### config.mk
export PLATFORM = sky130hd
export DESIGN_NAME = smbus_sensor_slave_interface
export DESIGN_NICKNAME = d
export VERILOG_FILES = /design/src/hw/sensor_pkg.sv /design/src/hw/bit_sync.sv /design/src/hw/smbus_sensor_slave_interface.sv
export VERILOG_INCLUDE_DIRS = /design/src /design/src/hw
export SDC_FILE = /design/constraint.sdc
export NUM_CORES = 1
export LEC_CHECK = 0
export BUFFER_PORTS_ARGS = -buffer_cell sky130_fd_sc_hd__buf_2
export CAP_MARGIN = 40
export CORE_MARGIN = 2
export CORE_UTILIZATION = 50
export DETAILED_ROUTE_END_ITERATION = 7
export GPL_TIMING_DRIVEN = 0
export PLACE_DENSITY_LB_ADDON = 0.2
export SLEW_MARGIN = 20
export SYNTH_ARGS = -nofsm -noshare
export SYNTH_HDL_FRONTEND = slang
export SYNTH_SLANG_ARGS = --single-unit
### constraint.sdc
create_clock -name aclk -period 6.1 [get_ports aclk]
set_clock_uncertainty 0.1 [all_clocks]
set_input_delay 0.61 -clock aclk [delete_from_list [all_inputs] [get_ports aclk]]
set_output_delay 0.61 -clock aclk [all_outputs]
set_load 0.02 [all_outputs]
### src/hw/sensor_regs.svh
// sensor_regs.svh: offsets, field positions, reset values and timing for the sensor target
// assumes: included by bare name; no logic here, definitions only
`ifndef SENSOR_REGS_SVH
`define SENSOR_REGS_SVH

// register pointer values seen on the two-wire bus
`define R_INT_TEMP 8'h00
`define R_REM_TEMP 8'h01
`define R_STATUS 8'h02
`define R_CFG_RD 8'h03
`define R_RATE_RD 8'h04
`define R_INT_HI_RD 8'h05
`define R_INT_LO_RD 8'h06
`define R_REM_HI_RD 8'h07
`define R_REM_LO_RD 8'h08
`define R_CFG_WR 8'h09
`define R_RATE_WR 8'h0a
`define R_INT_HI_WR 8'h0b
`define R_INT_LO_WR 8'h0c
`define R_REM_HI_WR 8'h0d
`define R_REM_LO_WR 8'h0e
`define R_ONE_SHOT 8'h0f
`define R_FILTER 8'h22
`define R_IDEALITY 8'h27

// reset values
`define RST_CFG 8'h00
`define RST_RATE 8'h08
`define RST_HI_LIM 8'h55
`define RST_LO_LIM 8'h00
`define RST_FILTER 8'h00
`define RST_IDEALITY 6'h12
`define RST_TEMP_IN 16'h0000

// field positions
`define CFG_MASK_BIT 7
`define CFG_STBY_BIT 6
`define FLT_TO_EN_BIT 7
`define ST_REM_LO_BIT 0
`define ST_REM_HI_BIT 1
`define ST_INT_LO_BIT 2
`define ST_INT_HI_BIT 3
`define RATE_MAX 4'h8

// bus addresses: alert response, and the four selectable target addresses (index 0 lowest)
`define ARA_ADDR 7'h0c
`define ADDR_TABLE_DEF {7'h4b, 7'h4a, 7'h49, 7'h48}

// AXI4-Lite side port
`define AXI_TEMP_IN 8'h00
`define AXI_BUS_INFO 8'h04
`define AXI_OKAY 2'b00
`define AXI_SLVERR 2'b10

// timing
`define CLK_HZ 100000000
`define TIMEOUT_MS 25
`define CONV_SLOW_MS 16000
`define SYNC_SETTLE 2'h3

`endif

### src/hw/sensor_pkg.sv
// sensor_pkg: types shared by the sensor target design
// assumes: constants come from sensor_regs.svh
package sensor_pkg;

  typedef enum logic [3:0] {
    ST_IDLE, ST_ADDR, ST_ADDR_ACK, ST_RX, ST_RX_ACK, ST_TX, ST_TX_ACK, ST_SKIP
  } bus_st_e;

  typedef struct packed {
    logic [7:0] cfg;
    logic [7:0] rate;
    logic [7:0] int_hi;
    logic [7:0] int_lo;
    logic [7:0] rem_hi;
    logic [7:0] rem_lo;
    logic [7:0] filter;
    logic [5:0] ideality;
    logic [7:0] int_temp;
    logic [7:0] rem_temp;
    logic [7:0] status;
  } sensor_regs_s;

  typedef struct packed {
    bus_st_e st;
    logic scl_d;
    logic sda_d;
    logic [3:0] bitcnt;
    logic [7:0] shreg;
    logic rd;
    logic ara;
    logic [1:0] nbytes;
    logic [7:0] cmd_byte;
    logic [7:0] data_byte;
    logic [7:0] pointer;
    logic sda_oe;
    logic [31:0] idle_cnt;
    logic [31:0] conv_cnt;
    logic oneshot;
    sensor_regs_s regs;
    logic alert;
    logic trip;
    logic [1:0] settle;
    logic [1:0] strap;
    logic awv;
    logic wv;
    logic [7:0] waddr;
    logic [31:0] wdata;
    logic [3:0] wstrb;
    logic bvalid;
    logic [1:0] bresp;
    logic rvalid;
    logic [1:0] rresp;
    logic [31:0] rdata;
    logic [15:0] temp_in;
  } core_state_s;

endpackage

### src/hw/bit_sync.sv
// bit_sync: two flip-flop synchroniser for a group of asynchronous levels
// assumes: each bit is an independent level; no bus coherence across bits
module bit_sync #(
  parameter int unsigned W = 1,
  parameter logic [W-1:0] RST_VAL = '0
) (
  // clock and reset
  input logic aclk,
  input logic aresetn,
  // levels
  input logic [W-1:0] d,
  output logic [W-1:0] q
);

  logic [W-1:0] meta_reg;
  logic [W-1:0] sync_reg;

  always_ff @(posedge aclk) begin
    if (!aresetn) begin
      meta_reg <= RST_VAL;
      sync_reg <= RST_VAL;
    end else begin
      meta_reg <= d;
      sync_reg <= meta_reg;
    end
  end

  assign q = sync_reg;

endmodule

### src/hw/smbus_sensor_slave_interface.sv
// smbus_sensor_slave_interface: two-wire target, sensor register bank, conversion pacing, AXI4-Lite side port
// assumes: clock and data pins and the address sense arrive asynchronously; front-end samples come over AXI4-Lite
//
// Functional notes
// - acts only as bus target; never starts a transfer
// - serves only write, read, send, receive byte and the alert response query
// - byte write: address, command, data, each acked; data stored at stop
// - byte read: address, command, repeated start, address read, device sends one byte
// - send byte only loads the pointer, no register changes
// - receive byte returns pointed register; pointer stays unchanged
// - alert response query is acked and answered with own target address
// - own address is one of four, picked by sensed address strap
// - foreign address or bad protocol: no ack, registers untouched
// - never holds the clock line low; clock only sampled
// - inactivity timeout enabled only by filter register bit 7, reset zero
// - enabled timeout abandons a transfer after 25 ms of bus silence
// - run mode converts at the programmed rate and updates results
// - standby stops free-running conversions
// - each result is checked against limits; alert flags any fault unless masked, trip flags high-limit faults only
// - 6-bit ideality setting corrects the remote measurement
// - alert response address 0001100 answered only while alert asserted
// - after the query, alert released only if the fault has cleared
// - bus and registers keep working in standby
//
// Added by the designer: register access over AXI4-Lite and the placing of the registers.
`include "sensor_regs.svh"
module smbus_sensor_slave_interface
  import sensor_pkg::*;
#(
  parameter int unsigned TIMEOUT_CYCLES = `TIMEOUT_MS * (`CLK_HZ / 1000),
  parameter int unsigned CONV_SLOW_CYCLES = `CONV_SLOW_MS * (`CLK_HZ / 1000),
  parameter logic [27:0] ADDR_TABLE = `ADDR_TABLE_DEF
) (
  // clock and reset
  input logic aclk,
  input logic aresetn,
  // two-wire bus
  input logic serial_clock_line,
  input logic serial_data_in,
  output logic serial_data_out,
  output logic serial_data_oe,
  // open-drain trip pins and the address strap sense
  output logic alert_or_second_trip_output_out,
  output logic alert_or_second_trip_output_oe,
  output logic address_select_trip_output_out,
  output logic address_select_trip_output_oe,
  input logic [1:0] address_select_sense,
  // front-end controls
  output logic analog_enable,
  output logic [5:0] ideality_setting,
  // AXI4-Lite write
  input logic [7:0] awaddr,
  input logic awvalid,
  output logic awready,
  input logic [31:0] wdata,
  input logic [3:0] wstrb,
  input logic wvalid,
  output logic wready,
  output logic [1:0] bresp,
  output logic bvalid,
  input logic bready,
  // AXI4-Lite read
  input logic [7:0] araddr,
  input logic arvalid,
  output logic arready,
  output logic [31:0] rdata,
  output logic [1:0] rresp,
  output logic rvalid,
  input logic rready
);

  if (TIMEOUT_CYCLES < 2 || CONV_SLOW_CYCLES < 512) begin : g_bad_param
    $error("timeout or conversion period too short");
  end

  localparam core_state_s CS_RESET = '{
    st: ST_IDLE, scl_d: 1'b1, sda_d: 1'b1, settle: 2'h0,
    regs: '{cfg: `RST_CFG, rate: `RST_RATE, int_hi: `RST_HI_LIM, int_lo: `RST_LO_LIM,
            rem_hi: `RST_HI_LIM, rem_lo: `RST_LO_LIM, filter: `RST_FILTER,
            ideality: `RST_IDEALITY, int_temp: 8'h00, rem_temp: 8'h00, status: 8'h00},
    temp_in: `RST_TEMP_IN, default: '0};

  core_state_s cs_reg;
  core_state_s cs_next;
  logic [3:0] sync_q;
  logic scl_s, sda_s, scl_rise, scl_fall, start_c, stop_c, activity, to_hit, conv_tick, commit;
  logic standby, oor;
  logic [6:0] own_addr;
  logic [31:0] period;
  logic [3:0] shamt;

  //////////////////////////////////////////////////////////////////////////////
  // pin synchronisers; only the second stage is looked at

  bit_sync #(.W(4), .RST_VAL(4'hf)) u_sync (
    .aclk(aclk),
    .aresetn(aresetn),
    .d({serial_clock_line, serial_data_in, address_select_sense}),
    .q(sync_q)
  );

  assign scl_s = sync_q[3];
  assign sda_s = sync_q[2];
  assign scl_rise = scl_s & ~cs_reg.scl_d;
  assign scl_fall = ~scl_s & cs_reg.scl_d;
  // data edges while clock stays high frame the transfer
  assign start_c = scl_s & cs_reg.scl_d & cs_reg.sda_d & ~sda_s;
  assign stop_c = scl_s & cs_reg.scl_d & ~cs_reg.sda_d & sda_s;
  assign activity = (scl_s ^ cs_reg.scl_d) | (sda_s ^ cs_reg.sda_d);
  assign own_addr = ADDR_TABLE[7 * cs_reg.strap +: 7];
  assign standby = cs_reg.regs.cfg[`CFG_STBY_BIT];
  assign oor = |cs_reg.regs.status[3:0];

  assign to_hit = cs_reg.regs.filter[`FLT_TO_EN_BIT] && cs_reg.st != ST_IDLE &&
                  cs_reg.idle_cnt >= TIMEOUT_CYCLES - 1;

  assign shamt = (cs_reg.regs.rate[3:0] > `RATE_MAX || |cs_reg.regs.rate[7:4]) ? `RATE_MAX : cs_reg.regs.rate[3:0];
  assign period = 32'(CONV_SLOW_CYCLES) >> shamt;
  // standby only converts on an explicit one-shot
  assign conv_tick = standby ? cs_reg.oneshot : (cs_reg.conv_cnt >= period - 32'h1);

  assign commit = stop_c && !cs_reg.rd && cs_reg.nbytes == 2'h2 && cs_reg.st != ST_IDLE;

  function automatic logic [7:0] rd_byte(input logic [7:0] ptr, input sensor_regs_s r);
    logic [7:0] v;
    v = 8'h00;
    unique case (ptr)
      `R_INT_TEMP: v = r.int_temp;
      `R_REM_TEMP: v = r.rem_temp;
      `R_STATUS: v = r.status;
      `R_CFG_RD: v = r.cfg;
      `R_RATE_RD: v = r.rate;
      `R_INT_HI_RD: v = r.int_hi;
      `R_INT_LO_RD: v = r.int_lo;
      `R_REM_HI_RD: v = r.rem_hi;
      `R_REM_LO_RD: v = r.rem_lo;
      `R_FILTER: v = r.filter;
      `R_IDEALITY: v = {2'b00, r.ideality};
      default: v = 8'h00;
    endcase
    return v;
  endfunction

  //////////////////////////////////////////////////////////////////////////////
  // next state

  always_comb begin
    logic [6:0] addr;
    logic rw;
    logic [7:0] rem;
    logic [5:0] diff;
    logic [3:0] st_new;
    addr = cs_reg.shreg[7:1];
    rw = cs_reg.shreg[0];
    rem = 8'h00;
    diff = 6'h00;
    st_new = 4'h0;
    cs_next = cs_reg;
    cs_next.scl_d = scl_s;
    cs_next.sda_d = sda_s;
    cs_next.idle_cnt = (activity || cs_reg.st == ST_IDLE) ? 32'h0 : cs_reg.idle_cnt + 32'h1;

    // strap caught once the synchroniser has settled after reset
    if (cs_reg.settle != `SYNC_SETTLE) begin
      cs_next.settle = cs_reg.settle + 2'h1;
      cs_next.strap = sync_q[1:0];
    end

    unique case (cs_reg.st)
      ST_IDLE, ST_SKIP: begin
      end
      ST_ADDR: begin
        if (scl_rise) begin
          cs_next.shreg = {cs_reg.shreg[6:0], sda_s};
          cs_next.bitcnt = cs_reg.bitcnt + 4'h1;
        end else if (scl_fall && cs_reg.bitcnt == 4'h8) begin
          cs_next.bitcnt = 4'h0;
          if (addr == `ARA_ADDR && rw && cs_reg.alert) begin
            cs_next.st = ST_ADDR_ACK;
            cs_next.sda_oe = 1'b1;
            cs_next.rd = 1'b1;
            cs_next.ara = 1'b1;
            cs_next.shreg = {own_addr, 1'b0};
          end else if (addr == own_addr && !(rw && cs_reg.nbytes == 2'h2)) begin
            cs_next.st = ST_ADDR_ACK;
            cs_next.sda_oe = 1'b1;
            cs_next.rd = rw;
            cs_next.ara = 1'b0;
            cs_next.shreg = rd_byte(cs_reg.pointer, cs_reg.regs);
            if (!rw) begin
              cs_next.nbytes = 2'h0;
            end
          end else begin
            cs_next.st = ST_SKIP;
            cs_next.nbytes = 2'h3; // a pending write must not commit at stop
          end
        end
      end
      ST_ADDR_ACK: begin
        if (scl_fall) begin
          if (cs_reg.rd) begin
            cs_next.st = ST_TX;
            cs_next.sda_oe = ~cs_reg.shreg[7];
            cs_next.shreg = {cs_reg.shreg[6:0], 1'b0};
            cs_next.bitcnt = 4'h1;
          end else begin
            cs_next.st = ST_RX;
            cs_next.sda_oe = 1'b0;
          end
        end
      end
      ST_RX: begin
        if (scl_rise) begin
          cs_next.shreg = {cs_reg.shreg[6:0], sda_s};
          cs_next.bitcnt = cs_reg.bitcnt + 4'h1;
        end else if (scl_fall && cs_reg.bitcnt == 4'h8) begin
          cs_next.bitcnt = 4'h0;
          if (cs_reg.nbytes == 2'h2) begin
            cs_next.nbytes = 2'h3; // a third byte is not a supported form
            cs_next.st = ST_SKIP;
          end else begin
            cs_next.nbytes = cs_reg.nbytes + 2'h1;
            cs_next.st = ST_RX_ACK;
            cs_next.sda_oe = 1'b1;
            if (cs_reg.nbytes == 2'h0) begin
              cs_next.cmd_byte = cs_reg.shreg;
              cs_next.pointer = cs_reg.shreg;
            end else begin
              cs_next.data_byte = cs_reg.shreg;
            end
          end
        end
      end
      ST_RX_ACK: begin
        if (scl_fall) begin
          cs_next.st = ST_RX;
          cs_next.sda_oe = 1'b0;
        end
      end
      ST_TX: begin
        if (scl_fall) begin
          if (cs_reg.bitcnt == 4'h8) begin
            cs_next.st = ST_TX_ACK;
            cs_next.sda_oe = 1'b0;
          end else begin
            cs_next.sda_oe = ~cs_reg.shreg[7];
            cs_next.shreg = {cs_reg.shreg[6:0], 1'b0};
            cs_next.bitcnt = cs_reg.bitcnt + 4'h1;
          end
        end
      end
      ST_TX_ACK: begin
        // one byte only; host nack and stop follow
        if (scl_rise) begin
          cs_next.st = ST_SKIP;
          if (cs_reg.ara && !oor) begin
            cs_next.alert = 1'b0;
          end
        end
      end
    endcase

    if (start_c) begin
      cs_next.st = ST_ADDR;
      cs_next.bitcnt = 4'h0;
      cs_next.sda_oe = 1'b0;
      if (cs_reg.st == ST_IDLE || cs_reg.st == ST_SKIP) begin
        cs_next.nbytes = 2'h0;
      end
    end
    if (commit) begin
      unique case (cs_reg.cmd_byte)
        `R_CFG_WR: cs_next.regs.cfg = cs_reg.data_byte;
        `R_RATE_WR: cs_next.regs.rate = cs_reg.data_byte;
        `R_INT_HI_WR: cs_next.regs.int_hi = cs_reg.data_byte;
        `R_INT_LO_WR: cs_next.regs.int_lo = cs_reg.data_byte;
        `R_REM_HI_WR: cs_next.regs.rem_hi = cs_reg.data_byte;
        `R_REM_LO_WR: cs_next.regs.rem_lo = cs_reg.data_byte;
        `R_ONE_SHOT: cs_next.oneshot = standby;
        `R_FILTER: cs_next.regs.filter = cs_reg.data_byte;
        `R_IDEALITY: cs_next.regs.ideality = cs_reg.data_byte[5:0];
        default: begin
        end
      endcase
    end
    if (stop_c || to_hit) begin
      cs_next.st = ST_IDLE;
      cs_next.sda_oe = 1'b0;
      cs_next.nbytes = 2'h0;
      cs_next.rd = 1'b0;
      cs_next.ara = 1'b0;
    end

    // conversion pacing and limit checks
    cs_next.conv_cnt = (standby || conv_tick) ? 32'h0 : cs_reg.conv_cnt + 32'h1;
    if (conv_tick) begin
      cs_next.oneshot = commit && cs_reg.cmd_byte == `R_ONE_SHOT && standby; // a new one-shot wins
      diff = cs_reg.regs.ideality - `RST_IDEALITY;
      rem = cs_reg.temp_in[15:8] + {{2{diff[5]}}, diff};
      cs_next.regs.int_temp = cs_reg.temp_in[7:0];
      cs_next.regs.rem_temp = rem;
      cs_next.regs.status = 8'h00;
      cs_next.regs.status[`ST_REM_LO_BIT] = rem < cs_reg.regs.rem_lo;
      cs_next.regs.status[`ST_REM_HI_BIT] = rem > cs_reg.regs.rem_hi;
      cs_next.regs.status[`ST_INT_LO_BIT] = cs_reg.temp_in[7:0] < cs_reg.regs.int_lo;
      cs_next.regs.status[`ST_INT_HI_BIT] = cs_reg.temp_in[7:0] > cs_reg.regs.int_hi;
      cs_next.trip = cs_next.regs.status[`ST_REM_HI_BIT] | cs_next.regs.status[`ST_INT_HI_BIT];
      // a new fault wins over a release by the alert query
      if (|cs_next.regs.status[3:0] && !cs_reg.regs.cfg[`CFG_MASK_BIT]) begin
        cs_next.alert = 1'b1;
      end
    end

    // AXI4-Lite slave
    if (awvalid && awready) begin
      cs_next.awv = 1'b1;
      cs_next.waddr = awaddr;
    end
    if (wvalid && wready) begin
      cs_next.wv = 1'b1;
      cs_next.wdata = wdata;
      cs_next.wstrb = wstrb;
    end
    if (cs_reg.bvalid && bready) begin
      cs_next.bvalid = 1'b0;
    end
    if (cs_reg.awv && cs_reg.wv) begin
      cs_next.awv = 1'b0;
      cs_next.wv = 1'b0;
      cs_next.bvalid = 1'b1;
      cs_next.bresp = `AXI_OKAY;
      if (cs_reg.waddr == `AXI_TEMP_IN) begin
        if (cs_reg.wstrb[0]) cs_next.temp_in[7:0] = cs_reg.wdata[7:0];
        if (cs_reg.wstrb[1]) cs_next.temp_in[15:8] = cs_reg.wdata[15:8];
      end else if (cs_reg.waddr != `AXI_BUS_INFO) begin
        cs_next.bresp = `AXI_SLVERR;
      end
    end
    if (cs_reg.rvalid && rready) begin
      cs_next.rvalid = 1'b0;
    end
    if (arvalid && arready) begin
      cs_next.rvalid = 1'b1;
      cs_next.rresp = `AXI_OKAY;
      st_new = cs_reg.st;
      unique case (araddr)
        `AXI_TEMP_IN: cs_next.rdata = {16'h0000, cs_reg.temp_in};
        `AXI_BUS_INFO: cs_next.rdata = {cs_reg.alert, cs_reg.trip, standby, cs_reg.regs.filter[`FLT_TO_EN_BIT],
                                        8'h00, st_new, cs_reg.pointer, 1'b0, own_addr};
        default: begin
          cs_next.rdata = 32'h0000_0000;
          cs_next.rresp = `AXI_SLVERR;
        end
      endcase
    end
  end

  always_ff @(posedge aclk) begin
    if (!aresetn) begin
      cs_reg <= CS_RESET;
    end else begin
      cs_reg <= cs_next;
    end
  end

  //////////////////////////////////////////////////////////////////////////////
  // outputs

  assign serial_data_out = 1'b0;
  assign serial_data_oe = cs_reg.sda_oe;
  assign alert_or_second_trip_output_out = 1'b0;
  assign alert_or_second_trip_output_oe = cs_reg.alert;
  assign address_select_trip_output_out = 1'b0;
  assign address_select_trip_output_oe = cs_reg.trip;
  assign analog_enable = ~standby;
  assign ideality_setting = cs_reg.regs.ideality;
  assign awready = !cs_reg.awv && !cs_reg.bvalid;
  assign wready = !cs_reg.wv && !cs_reg.bvalid;
  assign bvalid = cs_reg.bvalid;
  assign bresp = cs_reg.bresp;
  assign arready = !cs_reg.rvalid;
  assign rvalid = cs_reg.rvalid;
  assign rresp = cs_reg.rresp;
  assign rdata = cs_reg.rdata;
endmodule

After elaboration in Yosys (flattened, before gate mapping)
Cells that the tools add are included.
- add/sub/neg operators: 8
- $mul: 1
- order comparisons: 7
- eq/ne operators: 57
- shifts and indexed selects: 2
- muxes and demuxes: 77
- bitwise logic cells: 21
- reductions and logical operators: 79
- operators by type and width (cell ; count):
    8-bit one-hot mux with 11 select lines ; 1
    8-bit two-way mux ; 10
    32-bit by 1-bit adder with 32-bit output (second input constant) ; 2
    8-bit by 4-bit equality test with 1-bit output (second input constant) ; 8
    32-bit one-hot mux with 2 select lines ; 1
    63-bit two-way mux ; 1
    12-bit two-way mux ; 5
    27-bit two-way mux ; 2
    4-bit two-way mux ; 13
    12-bit one-hot mux with 4 select lines ; 1
    8-bit by 3-bit equality test with 1-bit output (second input constant) ; 5
    3-bit inequality test (second input constant) ; 12
    35-bit two-way mux ; 1
    32-bit by 22-bit >= comparator with 1-bit output (second input constant) ; 1
    32-bit >= comparator ; 1
    31-bit by 4-bit >> shifter with 32-bit output (first input constant) ; 1
    32-bit by 1-bit subtractor with 32-bit output (second input constant) ; 1
    10-bit AND reduction ; 3
    2-bit inequality test (second input constant) ; 14
    28-bit by 6-bit variable part select with 7-bit output (first input constant) ; 1
    25-bit two-way mux ; 1
    8-bit zero test ; 3
    2-bit two-way mux ; 12
    4-bit one-hot mux with 6 select lines ; 1
    50 further kinds ; 151
- bits in registers: 282
- input port bits: 63
- output and inout bits: 54

Longest topological paths before layout
- depth in word-level cells: 11
- depth in mapped cells: 16

Cells and area by module
Synthesis repeated with hierarchy kept, for this count alone.
- cell total of the unflattened synthesis: 1765
- area total of the unflattened synthesis: 14393.8 um^2
- modules (own cells, without submodules) (module ; instances ; cells each ; area each (um^2)):
    smbus_sensor_slave_interface ; 1 ; 1749 ; 14183.6
    bit_sync ; 1 ; 16 ; 210.2

Worst setup path before layout
Ideal clock, no wire load.
- path type: reg-to-reg
- start point: register cs_reg (netlist bit ideality_setting[1])
- end point: register cs_reg (netlist bit alert_or_second_trip_output_oe)
- library setup time: 0.116 ns
- arrival: 3.384 ns
- required time: 5.884 ns
- setup slack: 2.500 ns
- cell stages (with the launch flop): 15
- path buffers: 0
- path through: dfxtp_1 inv_1 ha_1 inv_1 ha_1 nor2b_1 o21a_1 o21a_1 o311ai_0 ha_1 nand2_1 o21ai_0 o22a_1 or4_1 a41o_1
- longest elaborated chain between the ends: 7
- RTL lines (item ; RTL line ; source):
    start: declaration ; smbus_sensor_slave_interface.sv:83 ; core_state_s cs_reg;
    start signal: assignment ; smbus_sensor_slave_interface.sv:362 ; cs_reg <= cs_next;
    6-bit by 5-bit subtractor with 6-bit output (no source line) * ; - ;
    8-bit adder * ; smbus_sensor_slave_interface.sv:299 ; rem = cs_reg.temp_in[15:8] + {{2{diff[5]}}, diff};
    8-bit less-than comparator or 8-bit greater-than comparator (tied branches) ; smbus_sensor_slave_interface.sv:303, smbus_sensor_slave_interface.sv:304 ;
    4-bit OR reduction * ; smbus_sensor_slave_interface.sv:309 ; if (|cs_next.regs.status[3:0] && !cs_reg.regs.cfg[`CFG_MASK_BIT]) begin
    1-bit logical AND * ; smbus_sensor_slave_interface.sv:309 ;
    1-bit two-way mux * ; smbus_sensor_slave_interface.sv:309 ;
    2-bit two-way mux * ; smbus_sensor_slave_interface.sv:296 ; if (conv_tick) begin
Every way passes the cells marked *; elsewhere a longest branch is shown, timed or not.
A chain may end at the register's enable or synchronous reset.

Final worst setup path
Ends and elaborated chain as after synthesis.

==> qor.csv <==
metric;value;unit
largest net degree at the start of global routing;16;
combinational share of power;8.2;%
CTS tree;done;
Vias/cell;5.777;
status;complete, no violations;
Final period util;74.36;%
initial antenna violation count;0;
RSZ-0062 raised after global routing;no;
CP required;6.45;ns
die area;0.03012;mm²
switch share;25.00;%
Critical Setup Path Class;reg -> reg;
H-tree levels;1;
final net count;2071;
DRC Markers;0;
mean area per synthesized cell;8.012;µm²
Mapped Cells;1794;
MaxCap Viol Count;0;
vias in the first global route;12800;
Netlist cell types;90;
worst-margin pin slew;0.8851;ns
TritonCTS Sinks;270;
FMAX;220.5;MHz
via count;13450;
Max clock buf depth;3;
min-delay worst type;in -> reg;
sequential fraction of the synthesis area;37.60;%
Die Ht;173.6;µm
clk_lat worst skew;0.57;ns
reg2reg end;alert_or_second_trip_output_oe$_SDFF_PN0_;
Starting Density;50.49;%
worst vdd ir;0.0002346;V
I/O pin count;117;
first-pass GRT wire length;70640;µm
initial DRC count;1214;
layout overhead on the synthesized area;13.56;%
core box area;0.02847;mm²
1st-pass router iterations;6;
Power Dens Cells;246.4;mW/mm²
r2r setup slk;1.56;ns
endpoint kind of the worst setup timing path;register;
CP max FO;6;
Power, Total;4023;µW
leakage;0.006359;µW
asr flop ratio synth;0;%
Worst-path clk slew;0.06;ns
Top FF cell, synth;dfxtp_1;
commonest non-fill, non-tap cell in the layout;nand2_1;
WP data arrival;4.89;ns
synthesis warning total;0;
Worst Setup EP;alert_or_second_trip_output_oe$_SDFF_PN0_;
most frequent cells in the layout;nand2_1 (283), dfxtp_1 (270), a21oi_1 (184), nor2_1 (160), buf_2 (101);
Setup TNS;0;ns
Post-CTS Hold Buffers;0;
Avg WL per Cell;19.15;µm
Inserted Clock Buffers;29;
fill count;2650;
Routed Antenna Nets;0;
hpwl dp;33070;µm
row cnt;62;
Worst Reg-to-Reg Cells;14;
Clock power frac;45.7;%
Die Width;173.6;µm
total gr overflow;0;
max FFs per register;226;
Root Driver;clkbuf_16;
ant diodes;0;
number of flops mapped to enable cells by yosys;0;
CP Launch Type;register;
max_slew headroom;40.06;%
Synth Cell Area;0.01437;mm²
IO buf count;82;
WL final;44580;µm
post-synthesis register bit count;270;
max-slew violations;0;
Cell Int Power;3017;µW
Total GRT Usage;29.23;%
Flop pwr share;46.2;%
crit path from;ideality_setting[1]$_SDFFE_PN1P_;
Post CTS Setup Buffer Count;0;
final hold violations;0;
Post-CTS Resized;0;
sw power;1006;µW
Placer Congestion;1.011;
Setup violations, final;0;
Worst R2R Start;ideality_setting[1]$_SDFFE_PN1P_;
Final Critical Period;4.536;ns
share of cells above drive strength 1;11.68;%
-- critical path: stages, from the launching register on --
cell	delay, ns
dfxtp_1	0.49
inv_1	0.13
ha_1	0.25
xor2_1	0.15
ha_1	0.36
a21oi_1	0.08
o21ai_0	0.30
o31ai_1	0.14
xnor2_1	0.65
ha_1	0.39
a21oi_1	0.13
o21ai_0	0.09
o22a_1	0.25
or4_1	0.58
a41o_1	0.32
-- power groups by stage --
stage          Clock, µW  Combinational, µW  Sequential (µW)
3_5_place_dp           0                322             1890
4_1_cts             1860                324             1850
3_3_place_gp           0                316             1890
6_report            1840                328             1860
5_1_grt             1920                365             1860
2_1_floorplan          0                233             1880
-- metrics by stage --
stage                     cells  utilization (%)  setup slack [ns]  cell area (µm²)  hold WS [ns]
final                      2328            57.34             1.564            16320        0.1173
after global routing       2328            57.34             1.293            16320        0.1164
after CTS                  2328            57.34             1.586            16320       0.09930
after detailed placement   2279            53.88             1.641            15340        0.2931
after global placement     2277            53.84             1.563            15330        0.2902
after floorplan            1811                -             2.500            14440        0.2863
-- worst min path at each step --
stage / slack (ns) / from / cells past startpoint / to
2_1_floorplan: 0.29 / u_sync.meta_reg[0]$_SDFF_PN1_ / 1 / u_sync.q[0]$_SDFF_PN1_
3_3_place_gp: 0.29 / u_sync.meta_reg[2]$_SDFF_PN1_ / 1 / u_sync.q[2]$_SDFF_PN1_
3_5_place_dp: 0.29 / u_sync.meta_reg[0]$_SDFF_PN1_ / 1 / u_sync.q[0]$_SDFF_PN1_
4_1_cts: 0.1 / rready / 2 / rvalid$_SDFFE_PN0P_
5_1_grt: 0.12 / address_select_sense[1] / 2 / u_sync.meta_reg[1]$_SDFF_PN1_
6_report: 0.12 / rready / 2 / rvalid$_SDFFE_PN0P_
-- layer usage --
metal | GRT usage (%) | part of all wire (%) | up-vias
li1 | - | - | 6473
met1 | 40.46 | 45 | 6305
met2 | 45.78 | 43 | 554
met3 | 4.452 | 7.1 | 116
met4 | 11.69 | 4.2 | 0
met5 | 0 | 0 | -
-- layout make-up --
type | count | area [µm²] | area share (%)
Multi-Input combinational cell | 1327 | 8026 | 49.17
Sequential cell | 270 | 5405 | 33.11
Clock buffer | 42 | 854.6 | 5.235
Buffer | 146 | 750.7 | 4.599
Tap cell | 384 | 480.5 | 2.943
Timing Repair Buffer | 84 | 420.4 | 2.575
Inverter | 68 | 255.2 | 1.564
Clock inverter | 7 | 130.1 | 0.7972
-- cell families (layout without fill, tap and decap cells) --
family / Yosys count / after routing / synth area share, %
DFF: 270 / 270 / 37.60
adders and majority gates: 82 / 82 / 7.190
AOI/OAI and AO/OA: 382 / 382 / 16.23
buffers and inverters: 214 / 347 / 6.999
muxes: 57 / 57 / 4.170
other: 2 / 19 / 0.05225
xor gates and xnor gates: 66 / 66 / 4.022
and+or+nand+nor: 721 / 721 / 23.74
-- cells in the mapped netlist (4+ instances only) --
| cell | instances | area share [%] |
|---|---|---|
| nand2_1 | 283 | 7.4 |
| dfxtp_1 | 270 | 38 |
| a21oi_1 | 184 | 6.4 |
| nor2_1 | 160 | 4.2 |
| nand3_1 | 92 | 3.2 |
| ha_1 | 81 | 7.1 |
| clkbuf_1 | 78 | 2.0 |
| inv_1 | 67 | 1.7 |
| o21ai_0 | 64 | 2.2 |
| buf_4 | 46 | 2.4 |
| mux2i_1 | 43 | 3.0 |
| xor2_1 | 37 | 2.3 |
| nand4_1 | 32 | 1.4 |
| xnor2_1 | 29 | 1.8 |
| nand2b_1 | 24 | 1.0 |
| nor3_1 | 22 | 0.77 |
| or3_1 | 18 | 0.78 |
| buf_2 | 17 | 0.59 |
| mux2_2 | 13 | 1.0 |
| o211ai_1 | 13 | 0.68 |
| a211oi_1 | 12 | 0.63 |
| and4_1 | 12 | 0.73 |
| nor2b_1 | 12 | 0.52 |
| a22oi_1 | 11 | 0.57 |
| and3_1 | 11 | 0.48 |
| nor4_1 | 11 | 0.48 |
| o21a_1 | 10 | 0.52 |
| o22ai_1 | 9 | 0.39 |
| and2_1 | 8 | 0.35 |
| a32oi_1 | 7 | 0.43 |
| a311oi_1 | 6 | 0.37 |
| a21o_1 | 5 | 0.26 |
| a31oi_1 | 5 | 0.22 |
| o31ai_1 | 5 | 0.26 |
| a2111oi_0 | 4 | 0.24 |
| a221oi_1 | 4 | 0.24 |
| a22o_1 | 4 | 0.24 |
| nand3b_1 | 4 | 0.21 |
| o41ai_1 | 4 | 0.24 |
| or4_1 | 4 | 0.21 |
No activity file was read; power rests on OpenSTA's default activity.
